### src/common/wdt_resp_pkg.sv
// constants and types for the timeout response controller
package wdt_resp_pkg;

	////////////////////////////////////////////////////////////////
	// clock and times
	localparam int unsigned CLK_HZ         = 10_000_000;
	localparam int unsigned CYC_PER_MS     = CLK_HZ / 1000;
	localparam int unsigned COLD_OFF_MS    = 4000;
	localparam int unsigned CYCLE_OFF_MS   = 3000;
	localparam int unsigned HW_RESET_MS    = 1;
	localparam int unsigned COLD_OFF_CYC   = COLD_OFF_MS * CYC_PER_MS;
	localparam int unsigned CYCLE_OFF_CYC  = CYCLE_OFF_MS * CYC_PER_MS;
	localparam int unsigned HW_RESET_CYC   = HW_RESET_MS * CYC_PER_MS;
	localparam int unsigned TIMER_W        = 26;

	////////////////////////////////////////////////////////////////
	// register indices; byte address is four times the index
	localparam int unsigned ADDR_W         = 12;
	localparam logic [11:0] IDX_JUMPER     = 12'h1D2;
	localparam logic [11:0] IDX_RESPONSE   = 12'h1D3;
	localparam logic [11:0] IDX_IRQ_STATUS = 12'h1D4;
	localparam logic [11:0] IDX_IRQ_MASK   = 12'h1D5;
	localparam logic [11:0] IDX_CONFIG     = 12'h1D6;

	////////////////////////////////////////////////////////////////
	// field positions
	localparam int unsigned JMP_USER_BIT   = 1;
	localparam int unsigned JMP_SETTINGS_BIT = 0;
	localparam int unsigned RSP_PIN_BIT    = 7;
	localparam int unsigned RSP_WDT_LSB    = 4;
	localparam int unsigned RSP_MON_BIT    = 3;
	localparam int unsigned RSP_HWM_LSB    = 0;
	localparam int unsigned IRQ_TIMEOUT_BIT = 0;
	localparam int unsigned IRQ_MONITOR_BIT = 1;
	localparam int unsigned IRQ_DONE_BIT   = 2;
	localparam int unsigned IRQ_N          = 3;
	localparam int unsigned CFG_CODE11_BIT = 0;

	////////////////////////////////////////////////////////////////
	// reset values
	localparam logic [1:0] WDT_SEL_RESET   = 2'h0;
	localparam logic [1:0] MON_SEL_RESET   = 2'h0;
	localparam logic [2:0] IRQ_MASK_RESET  = 3'h0;
	localparam logic       CODE11_RESET    = 1'b0;

	////////////////////////////////////////////////////////////////
	// response codes
	localparam logic [1:0] CODE_NONE       = 2'h0;
	localparam logic [1:0] CODE_01         = 2'h1;
	localparam logic [1:0] CODE_10         = 2'h2;
	localparam logic [1:0] CODE_11         = 2'h3;

	// ordered by severity: a larger code wins
	typedef enum logic [2:0] {
		ACT_NONE     = 3'h0,
		ACT_HW_RESET = 3'h1,
		ACT_CYCLE    = 3'h2,
		ACT_COLD     = 3'h3,
		ACT_OFF      = 3'h4
	} action_t;

	typedef enum logic [1:0] {
		ST_IDLE     = 2'h0,
		ST_HOLD     = 2'h1,
		ST_OFF_WAIT = 2'h3,
		ST_SHUTDOWN = 2'h2
	} seq_state_t;

	typedef enum logic [2:0] {
		SEL_JUMPER,
		SEL_RESPONSE,
		SEL_IRQ_STATUS,
		SEL_IRQ_MASK,
		SEL_CONFIG,
		SEL_NONE
	} reg_sel_t;

endpackage

### src/rtl/interval_timer.sv
// down-counter that flags the end of a loaded interval
`timescale 1ns/1ps
`default_nettype none

module interval_timer #(
	parameter int unsigned WIDTH = 26
) (
	input  wire logic             pclk,
	input  wire logic             presetn,
	input  wire logic             load,
	input  wire logic [WIDTH-1:0] load_val,
	output var  logic             expired
);

	logic [WIDTH-1:0] count_q;

	if (WIDTH < 2) begin : g_chk
		$error("interval_timer needs at least two bits");
	end

	always_ff @(posedge pclk or negedge presetn) begin
		if (!presetn) begin
			count_q <= '0;
		end else if (load) begin
			count_q <= load_val;
		end else if (count_q != '0) begin
			count_q <= count_q - 1'b1;
		end
	end

	// one-cycle pulse on the last count
	always_ff @(posedge pclk or negedge presetn) begin
		if (!presetn) begin
			expired <= 1'b0;
		end else begin
			expired <= !load && (count_q == WIDTH'(1));
		end
	end

endmodule

`default_nettype wire

### src/rtl/timeout_response.sv
// jumper status and watchdog/monitor response controller, APB slave
//
// The APB slave port was decided locally.
`timescale 1ns/1ps
`default_nettype none

// Contract
// - jumper bits seven to two read zero
// - bit one shows user jumper installed
// - bit zero shows settings-reset jumper installed
// - bit seven reads timeout pin inverted
// - response bit six reserved, reads zero
// - either pin asserting starts its selected response; the sequencer acts only in idle, and of two at once on the more severe
// - timeout codes: none, cold, 3 s cycle
// - cold reset keeps power off 4 s
// - offer hardware reset and full shutdown
// - monitor codes: none, thermal, cold, off
module timeout_response #(
	parameter int unsigned TIMER_W       = wdt_resp_pkg::TIMER_W,
	parameter int unsigned COLD_OFF_CYC  = wdt_resp_pkg::COLD_OFF_CYC,
	parameter int unsigned CYCLE_OFF_CYC = wdt_resp_pkg::CYCLE_OFF_CYC,
	parameter int unsigned HW_RESET_CYC  = wdt_resp_pkg::HW_RESET_CYC
) (
	input  wire logic        pclk,
	input  wire logic        presetn,
	input  wire logic        psel,
	input  wire logic        penable,
	input  wire logic        pwrite,
	input  wire logic [11:0] paddr,
	input  wire logic [31:0] pwdata,
	output var  logic [31:0] prdata,
	output var  logic        pready,
	output var  logic        pslverr,
	input  wire logic        user_jumper_installed,
	input  wire logic        settings_reset_jumper_installed,
	input  wire logic        external_timeout_pin,
	input  wire logic        external_monitor_alert_pin_n,
	output var  logic        thermal_alarm_out_n,
	output var  logic        board_power_en,
	output var  logic        system_reset_n,
	output var  logic        irq
);

	////////////////////////////////////////////////////////////////
	// elaboration checks

	if (COLD_OFF_CYC < 1 || CYCLE_OFF_CYC < 1 || HW_RESET_CYC < 1 || COLD_OFF_CYC >= 2 ** TIMER_W ||
		CYCLE_OFF_CYC >= 2 ** TIMER_W || HW_RESET_CYC >= 2 ** TIMER_W) begin : g_chk_cnt
		$error("a cycle count does not fit the timer");
	end

	////////////////////////////////////////////////////////////////
	// functions

	function automatic wdt_resp_pkg::reg_sel_t decode(input logic [11:0] addr);
		logic [11:0] idx;
		idx = {2'h0, addr[11:2]};
		if (addr[1:0] != 2'h0) begin
			return wdt_resp_pkg::SEL_NONE;
		end
		unique case (idx)
			wdt_resp_pkg::IDX_JUMPER:     return wdt_resp_pkg::SEL_JUMPER;
			wdt_resp_pkg::IDX_RESPONSE:   return wdt_resp_pkg::SEL_RESPONSE;
			wdt_resp_pkg::IDX_IRQ_STATUS: return wdt_resp_pkg::SEL_IRQ_STATUS;
			wdt_resp_pkg::IDX_IRQ_MASK:   return wdt_resp_pkg::SEL_IRQ_MASK;
			wdt_resp_pkg::IDX_CONFIG:     return wdt_resp_pkg::SEL_CONFIG;
			default:                      return wdt_resp_pkg::SEL_NONE;
		endcase
	endfunction

	// timeout codes; code 11 follows the config bit
	function automatic wdt_resp_pkg::action_t wdt_action(input logic [1:0] code, input logic alt);
		unique case (code)
			wdt_resp_pkg::CODE_NONE: return wdt_resp_pkg::ACT_NONE;
			wdt_resp_pkg::CODE_01:   return wdt_resp_pkg::ACT_COLD;
			wdt_resp_pkg::CODE_10:   return wdt_resp_pkg::ACT_CYCLE;
			default:                 return alt ? wdt_resp_pkg::ACT_OFF : wdt_resp_pkg::ACT_HW_RESET;
		endcase
	endfunction

	// thermal alarm is handled apart from the sequencer
	function automatic wdt_resp_pkg::action_t mon_action(input logic [1:0] code);
		unique case (code)
			wdt_resp_pkg::CODE_10: return wdt_resp_pkg::ACT_COLD;
			wdt_resp_pkg::CODE_11: return wdt_resp_pkg::ACT_OFF;
			default:               return wdt_resp_pkg::ACT_NONE;
		endcase
	endfunction

	////////////////////////////////////////////////////////////////
	// declarations

	logic                    user_jmp_q;
	logic                    settings_jmp_q;
	logic                    wdt_low_q;
	logic                    mon_low_q;
	logic                    wdt_edge;
	logic                    mon_edge;
	logic [1:0]              wdt_sel_q;
	logic [1:0]              mon_sel_q;
	logic                    code11_off_q;
	logic [wdt_resp_pkg::IRQ_N-1:0] irq_status_q;
	logic [wdt_resp_pkg::IRQ_N-1:0] irq_status_d;
	logic [wdt_resp_pkg::IRQ_N-1:0] irq_mask_q;
	logic [wdt_resp_pkg::IRQ_N-1:0] irq_event;
	logic                    setup;
	logic                    wr_commit;
	wdt_resp_pkg::reg_sel_t  sel;
	logic [7:0]              jumper_val;
	logic [7:0]              response_val;
	logic [31:0]             rd_val;
	wdt_resp_pkg::action_t   act_wdt;
	wdt_resp_pkg::action_t   act_mon;
	wdt_resp_pkg::action_t   act_start;
	wdt_resp_pkg::seq_state_t state_q;
	wdt_resp_pkg::seq_state_t state_d;
	logic                    timer_load;
	logic [TIMER_W-1:0]      timer_val;
	logic                    timer_expired;
	logic                    seq_done;

	////////////////////////////////////////////////////////////////
	// pin sampling

	// both timeout pins are asserted low
	always_ff @(posedge pclk or negedge presetn) begin
		if (!presetn) begin
			user_jmp_q     <= 1'b0;
			settings_jmp_q <= 1'b0;
			wdt_low_q      <= 1'b0;
			mon_low_q      <= 1'b0;
		end else begin
			user_jmp_q     <= user_jumper_installed;
			settings_jmp_q <= settings_reset_jumper_installed;
			wdt_low_q      <= !external_timeout_pin;
			mon_low_q      <= !external_monitor_alert_pin_n;
		end
	end

	// act on the assertion edge only, so a pin held low fires once
	assign wdt_edge = !external_timeout_pin && !wdt_low_q;
	assign mon_edge = !external_monitor_alert_pin_n && !mon_low_q;

	////////////////////////////////////////////////////////////////
	// register read values

	always_comb begin
		jumper_val = 8'h00;
		jumper_val[wdt_resp_pkg::JMP_USER_BIT]     = user_jmp_q;
		jumper_val[wdt_resp_pkg::JMP_SETTINGS_BIT] = settings_jmp_q;
	end

	always_comb begin
		response_val = 8'h00;
		response_val[wdt_resp_pkg::RSP_PIN_BIT] = wdt_low_q;
		response_val[wdt_resp_pkg::RSP_WDT_LSB +: 2] = wdt_sel_q;
		response_val[wdt_resp_pkg::RSP_MON_BIT] = mon_low_q;
		response_val[wdt_resp_pkg::RSP_HWM_LSB +: 2] = mon_sel_q;
	end

	always_comb begin
		rd_val = 32'h0000_0000;
		unique case (sel)
			wdt_resp_pkg::SEL_JUMPER:     rd_val[7:0] = jumper_val;
			wdt_resp_pkg::SEL_RESPONSE:   rd_val[7:0] = response_val;
			wdt_resp_pkg::SEL_IRQ_STATUS: rd_val[wdt_resp_pkg::IRQ_N-1:0] = irq_status_q;
			wdt_resp_pkg::SEL_IRQ_MASK:   rd_val[wdt_resp_pkg::IRQ_N-1:0] = irq_mask_q;
			wdt_resp_pkg::SEL_CONFIG:     rd_val[wdt_resp_pkg::CFG_CODE11_BIT] = code11_off_q;
			wdt_resp_pkg::SEL_NONE:       rd_val = 32'h0000_0000;
		endcase
	end

	////////////////////////////////////////////////////////////////
	// apb slave: one wait-free access cycle after setup

	assign sel       = decode(paddr);
	assign setup     = psel && !penable;
	assign wr_commit = psel && penable && pready && pwrite;

	always_ff @(posedge pclk or negedge presetn) begin
		if (!presetn) begin
			pready <= 1'b0;
		end else begin
			pready <= setup;
		end
	end

	// read data is captured at setup and held through the access cycle
	always_ff @(posedge pclk or negedge presetn) begin
		if (!presetn) begin
			prdata <= 32'h0000_0000;
		end else if (setup) begin
			prdata <= pwrite ? 32'h0000_0000 : rd_val;
		end
	end

	always_ff @(posedge pclk or negedge presetn) begin
		if (!presetn) begin
			pslverr <= 1'b0;
		end else begin
			pslverr <= setup && (sel == wdt_resp_pkg::SEL_NONE);
		end
	end

	////////////////////////////////////////////////////////////////
	// writable fields

	// jumper bits and pin states ignore writes
	always_ff @(posedge pclk or negedge presetn) begin
		if (!presetn) begin
			wdt_sel_q <= wdt_resp_pkg::WDT_SEL_RESET;
			mon_sel_q <= wdt_resp_pkg::MON_SEL_RESET;
		end else if (wr_commit && sel == wdt_resp_pkg::SEL_RESPONSE) begin
			wdt_sel_q <= pwdata[wdt_resp_pkg::RSP_WDT_LSB +: 2];
			mon_sel_q <= pwdata[wdt_resp_pkg::RSP_HWM_LSB +: 2];
		end
	end

	always_ff @(posedge pclk or negedge presetn) begin
		if (!presetn) begin
			code11_off_q <= wdt_resp_pkg::CODE11_RESET;
		end else if (wr_commit && sel == wdt_resp_pkg::SEL_CONFIG) begin
			code11_off_q <= pwdata[wdt_resp_pkg::CFG_CODE11_BIT];
		end
	end

	always_ff @(posedge pclk or negedge presetn) begin
		if (!presetn) begin
			irq_mask_q <= wdt_resp_pkg::IRQ_MASK_RESET;
		end else if (wr_commit && sel == wdt_resp_pkg::SEL_IRQ_MASK) begin
			irq_mask_q <= pwdata[wdt_resp_pkg::IRQ_N-1:0];
		end
	end

	////////////////////////////////////////////////////////////////
	// interrupt status, write one to clear, a new event wins

	always_comb begin
		irq_event = '0;
		irq_event[wdt_resp_pkg::IRQ_TIMEOUT_BIT] = wdt_edge;
		irq_event[wdt_resp_pkg::IRQ_MONITOR_BIT] = mon_edge;
		irq_event[wdt_resp_pkg::IRQ_DONE_BIT]    = seq_done;
	end

	always_comb begin
		irq_status_d = irq_status_q;
		if (wr_commit && sel == wdt_resp_pkg::SEL_IRQ_STATUS) begin
			irq_status_d = irq_status_q & ~pwdata[wdt_resp_pkg::IRQ_N-1:0];
		end
		irq_status_d = irq_status_d | irq_event;
	end

	always_ff @(posedge pclk or negedge presetn) begin
		if (!presetn) begin
			irq_status_q <= '0;
			irq          <= 1'b0;
		end else begin
			irq_status_q <= irq_status_d;
			irq          <= |(irq_status_d & irq_mask_q);
		end
	end

	////////////////////////////////////////////////////////////////
	// thermal alarm follows the alert pin while selected

	always_ff @(posedge pclk or negedge presetn) begin
		if (!presetn) begin
			thermal_alarm_out_n <= 1'b1;
		end else begin
			thermal_alarm_out_n <= !(!external_monitor_alert_pin_n && mon_sel_q == wdt_resp_pkg::CODE_01);
		end
	end

	////////////////////////////////////////////////////////////////
	// response sequencer

	assign act_wdt = wdt_edge ? wdt_action(wdt_sel_q, code11_off_q) : wdt_resp_pkg::ACT_NONE;
	assign act_mon = mon_edge ? mon_action(mon_sel_q) : wdt_resp_pkg::ACT_NONE;

	// both at once: the more severe action is taken
	assign act_start = (act_mon > act_wdt) ? act_mon : act_wdt;

	// events while a sequence runs are flagged but not acted on
	always_comb begin
		state_d    = state_q;
		timer_load = 1'b0;
		timer_val  = '0;
		seq_done   = 1'b0;
		unique case (state_q)
			wdt_resp_pkg::ST_IDLE: begin
				unique case (act_start)
					wdt_resp_pkg::ACT_HW_RESET: begin
						state_d    = wdt_resp_pkg::ST_HOLD;
						timer_load = 1'b1;
						timer_val  = TIMER_W'(HW_RESET_CYC);
					end
					wdt_resp_pkg::ACT_COLD: begin
						state_d    = wdt_resp_pkg::ST_OFF_WAIT;
						timer_load = 1'b1;
						timer_val  = TIMER_W'(COLD_OFF_CYC);
					end
					wdt_resp_pkg::ACT_CYCLE: begin
						state_d    = wdt_resp_pkg::ST_OFF_WAIT;
						timer_load = 1'b1;
						timer_val  = TIMER_W'(CYCLE_OFF_CYC);
					end
					wdt_resp_pkg::ACT_OFF: begin
						state_d = wdt_resp_pkg::ST_SHUTDOWN;
					end
					default: begin
						state_d = wdt_resp_pkg::ST_IDLE;
					end
				endcase
			end
			wdt_resp_pkg::ST_OFF_WAIT: begin
				if (timer_expired) begin
					state_d    = wdt_resp_pkg::ST_HOLD;
					timer_load = 1'b1;
					timer_val  = TIMER_W'(HW_RESET_CYC);
				end
			end
			wdt_resp_pkg::ST_HOLD: begin
				if (timer_expired) begin
					state_d  = wdt_resp_pkg::ST_IDLE;
					seq_done = 1'b1;
				end
			end
			wdt_resp_pkg::ST_SHUTDOWN: begin
				state_d = wdt_resp_pkg::ST_SHUTDOWN;
			end
		endcase
	end

	always_ff @(posedge pclk or negedge presetn) begin
		if (!presetn) begin
			state_q <= wdt_resp_pkg::ST_IDLE;
		end else begin
			state_q <= state_d;
		end
	end

	interval_timer #(
		.WIDTH (TIMER_W)
	) u_timer (
		.pclk     (pclk),
		.presetn  (presetn),
		.load     (timer_load),
		.load_val (timer_val),
		.expired  (timer_expired)
	);

	////////////////////////////////////////////////////////////////
	// board controls follow the next state

	// reset stays on until power has been back for the hold time
	always_ff @(posedge pclk or negedge presetn) begin
		if (!presetn) begin
			board_power_en <= 1'b1;
			system_reset_n <= 1'b1;
		end else begin
			board_power_en <= !(state_d == wdt_resp_pkg::ST_OFF_WAIT ||
				state_d == wdt_resp_pkg::ST_SHUTDOWN);
			system_reset_n <= (state_d == wdt_resp_pkg::ST_IDLE);
		end
	end

endmodule

`default_nettype wire

### config.mk
export PLATFORM = sky130hd
export DESIGN_NAME = timeout_response
export DESIGN_NICKNAME = d
export VERILOG_FILES = /design/src/common/wdt_resp_pkg.sv /design/src/rtl/interval_timer.sv /design/src/rtl/timeout_response.sv
export SDC_FILE = /design/constraint.sdc
export NUM_CORES = 1
export LEC_CHECK = 0
export BUFFER_PORTS_ARGS = -buffer_cell sky130_fd_sc_hd__buf_2
export CAP_MARGIN = 30
export CORE_MARGIN = 5
export CORE_UTILIZATION = 48
export CTS_CLUSTER_DIAMETER = 120
export CTS_CLUSTER_SIZE = 30
export DETAILED_ROUTE_END_ITERATION = 7
export PLACE_DENSITY_LB_ADDON = 0.1
export SLEW_MARGIN = 0
export SYNTH_ARGS = -nofsm -noshare
export SYNTH_HDL_FRONTEND = slang
export SYNTH_HIERARCHICAL = 1
export SYNTH_SLANG_ARGS = --single-unit
### constraint.sdc
create_clock -name pclk -period 4.27 [get_ports pclk]
set_clock_uncertainty 0.1 [all_clocks]
set_input_delay 0.2135 -clock pclk [delete_from_list [all_inputs] [get_ports pclk]]
set_output_delay 0.2135 -clock pclk [all_outputs]
set_load 0.05 [all_outputs]
==> reports/results.env <==
CP_TOP_FAMILY='simple AND/OR/NAND/NOR gates'
FINAL_CELL_MIX='dfrtp_1, buf_2, conb_1, nor2_1, nand2_1'
REQUIRED_PS=4400
MIN_PERIOD_OVER_PERIOD_PCT=88.0
INITIAL_CELL_DENSITY_OF_THE_CORE_PCT=49.4
NETS=505
CAP_VIOL_MAX_COUNT=0
TIMING.CRITICAL_PATH.TO_TYPE='register'
AREA_GROWTH_PCT=12.0
CRIT_PATH_CELL_TRACE='ha_1 -> a211o_1 -> or2_1 -> inv_1 -> ha_1 -> and3b_4 -> o21ai_2 -> mux2_4 -> nand3_1 -> a21oi_2 -> buf_4 -> nor3_4 -> buf_4 -> nor2_1 -> o221a_1'
CLOCK_TREE_FROM_TRITONCTS='done'
NUMPORTBUFFERS=38
SYNTH.YOSYS.SEQ_AREA_SHARE_PCT=37.5
SYN_AREA_UM2=3810
SYNTH_CELL_TYPES=78
FIN_TNS_SETUP_PS=0
DRT-PASS1-ITER-COUNT=5
TOTAL_CLOCK_BUFFERS_CREATED_BY_CTS=9
PLACEABLECOREAREA_UM2=7730
CRITICAL_PATH.SLOWEST_CELL='dfrtp_1'
GRT_FIRST_PASS_WIRELENGTH_UM=14000
SYNTH_ENABLE_FLOP_CELLS=0
NUMBER_OF_FLIP_FLOPS_AND_LATCHES_IN_THE_SYNTHESIZED_NETLIST=57
CRITPATHARRIVALTIME_PS=3890
CRITICAL_HOLD_PATH_STARTPOINT='pwdata[0]'
PLACE_CONGESTION=0.803
PERIOD_MINUS_SLACK_PS=3760
CP-STARTPOINT='wdt_sel_q[0]'
POWER.STATIC_LEAKAGE_nW=1.94
PLACE_HPWL_UM=6040
TIMING_WORST_SETUP_PATH_TYPE='reg2reg'
CHIPWIDTH_UM=99.1
DIE_AREA_UM2=9830
DIE_HEIGHT_UM=99.1
CLOCK_TREE.HTREE_LEVEL_COUNT=3
PIN_COUNT_OF_THE_BIGGEST_NET_ENTERING_GLOBAL_ROUTING=58
VIA_TO_CELL_RATIO=5.42
BOUNDARYPINS=91
OUTCOME='finished, final reports clean'
R2R_START='wdt_sel_q[0]'
POWER_DISSIPATED_BY_SWITCHING_NET_LOADS_mW=0.927
FINAL_HOLD_SLACK_PS=42.0
SYNTH_AREA_LEADER_CELL='dfrtp_1'
DETAIL_ROUTE.ITER0.VIOLATIONS=136
LAYOUT_COMMONEST_CELL='dfrtp_1'
ROUTE.DETAILED.WL_PER_INST_UM=14.9
SYNTH_WARNINGS=6
CLOCK_POWER_SHARE_PCT=21.0
ANT_NETS=0
SYNTHARSTFLOPSHARE_PCT=100
AVG_INST_SIZE_SYNTH_UM2=9.98
WORST-PATH-BUF-INV=3
ANTENNA_CELLS=0
ROUTE.DETAILED.DRC=0
FIRST_GLOBAL_VIAS=2842
WORST_SKEW_PAIR.LATE_LATENCY_PS=340
WORST_SETUP_PATH_START_KIND='register'
ROUTED_WIRELENGTH_UM=8170
MAX_SLEW.WORST_PIN.SLEW_PS=742
CRITICAL_PATH.MAX_STAGE_DELAY_PS=410
P_SEQ_SHARE_PCT=40.7
POWER.SHARE.COMBINATIONAL_PCT=38.3
NETLIST_TOP_CELLS_AREA='dfrtp_1, buf_4, ha_1'
ACHIEVABLE-FREQUENCY_GHz=0.266
NETSWITCHINGFRACTION_PCT=42.5
CP_MAX_FO=15
ROWS=32
WORSTHOLDPATHTYPE='in2reg'
ANTENNA_VIOLATIONS_BEFORE_REPAIR=0
TRITONCTS_NUM_SINKS=57
GRT.TOTAL_USAGE_PCT=17.6
SLEW_VIOLATIONS=0
WORST_SLEW_MARGIN_REL_PCT=50.5
CLK_PATH_BUF_DEPTH=2
SYNTHCELLS=382
REPORT.FINAL.SETUP_VIOL=0
RSZ0062_AT_GRT='false'
POWER.DENSITY_nW_PER_UM2=511
CLK_TRANSITION_REPORTED_PATHS_PS=70
CTS_ROOT_BUF='clkbuf_8'
TIMING.FINAL.HOLD_VIOLATIONS=0
GRT.OVERFLOW.TOTAL=0
SYNTH_TOP_AREA_SHARE_PCT=35.4
INT_POWER_mW=1.26
FRACTION_OF_FINAL_LAYOUT_CELLS_SIZED_BEYOND_DRIVE_STRENGTH_1_PCT=25.8
TOTAL_NUMBER_OF_VIAS=2969
POWER.IR.VDD_WORST_mV=0.289
YS.FLOP_TYPE='dfrtp_1'
worst min-delay path, delay by kind of cell:
kind                   cells  cell delay [ps]
and+or+nand+nor            1               50
AOI/OAI and AO/OA          1               70
buffers and inverters      1              110
state kept, by name (all words and copies together), names as in the netlist:
register,count
board_power_en,1
irq_status_q,3
irq_mask_q,3
u_timer/count_q,26
settings_jmp_q,1
user_jmp_q,1
u_timer/expired,1
irq,1
system_reset_n,1
mon_sel_q,2
state_q,2
pready,1
code11_off_q,1
pslverr,1
mon_low_q,1
wdt_low_q,1
wdt_sel_q,2
thermal_alarm_out_n,1
prdata,7
cells by family after synthesis:
logic type / Yosys count / synth area share (%)
AOI/OAI and AO/OA: 83 / 15.5
muxes: 14 / 4.10
adders and majority gates: 11 / 3.61
and+or+nand+nor: 149 / 27.0
DFF: 57 / 37.5
buffers and inverters: 54 / 9.22
xor gates and xnor gates: 13 / 2.99
other: 1 / 0.0983
power by group through the flow:
| stage | Sequential (mW) | Clock [mW] | Combinational, mW |
|---|---|---|---|
| final | 0.889 | 0.458 | 0.837 |
| after global routing | 0.916 | 0.499 | 0.934 |
| after CTS | 0.888 | 0.469 | 0.841 |
| after detailed placement | 0.895 | 0 | 0.833 |
| after global placement | 0.890 | 0 | 0.823 |
| after floorplan | 0.889 | 0 | 0.689 |
path summary, 6_finish.rpt:
path	slack [ps]	end	cells after the start
worst max-delay path	510	u_timer/count_q[2]	15
worst min-delay path	40	mon_sel_q[0]	3
worst max register to register	510	u_timer/count_q[2]	15
worst min register to register	370	prdata[2]	2
max in group asynchronous	3120	u_timer/count_q[12]	3
min in group asynchronous	460	prdata[2]	3
repair_timing:
item,4_1_cts,5_1_grt
setup buffers,0,0
hold buffers,7,0
endpoints found under the hold margin,60,0
endpoints found under the setup margin,0,0
gates resized for setup,0,0
layout make-up:
class / count / area, um^2
timing repair buffer: 53 / 320
clock buffer: 13 / 159
sequential: 57 / 1430
fill: 727 / 3460
tap: 102 / 128
clock inverter: 3 / 15.0
inverter: 16 / 60.1
multi-input combinational: 304 / 2160
cells in the mapped netlist (3+ instances only):
cell	number
nand3_1	11
or3_1	3
xnor2_1	8
nand3_2	3
a21oi_1	14
nor4_4	5
buf_6	4
o31ai_1	7
nor3_4	3
nor4_2	4
xor2_1	5
o41ai_1	3
buf_2	3
or4_1	5
o21ai_1	13
nor4_1	3
nor3_2	6
nor2_1	32
dfstp_2	3
dfrtp_1	54
mux2_2	9
a22o_1	6
buf_4	28
o221a_1	3
a21o_1	3
ha_1	11
mux2i_1	4
nor3_1	8
a31oi_1	3
inv_1	15
and2b_1	3
nand2_1	31
nand4_1	3
o21ai_0	8
nand3b_1	3
per-layer routing:
| layer | share of wire, % | up-vias | GRT usage, % |
|---|---|---|---|
| met5 | 0 | - | 0 |
| met2 | 43 | 63 | 25.5 |
| li1 | - | 1460 | - |
| met3 | 4.4 | 9 | 4.35 |
| met1 | 51 | 1437 | 25.9 |
| met4 | 1.3 | 0 | 5.36 |
metrics by stage:
| step | instances | setup WS [ps] | cell area, um^2 | utilization [%] | total power, mW |
|---|---|---|---|---|---|
| 2_1_floorplan | 415 | 839 | 3940 | - | 1.58 |
| 6_report | 548 | 512 | 4270 | 55.3 | 2.18 |
| 3_3_place_gp | 525 | 529 | 4030 | 52.1 | 1.71 |
| 3_5_place_dp | 525 | 501 | 4030 | 52.1 | 1.73 |
| 4_1_cts | 548 | 473 | 4270 | 55.3 | 2.20 |
| 5_1_grt | 548 | 265 | 4270 | 55.3 | 2.35 |
(Power assumes the default switching activity.)
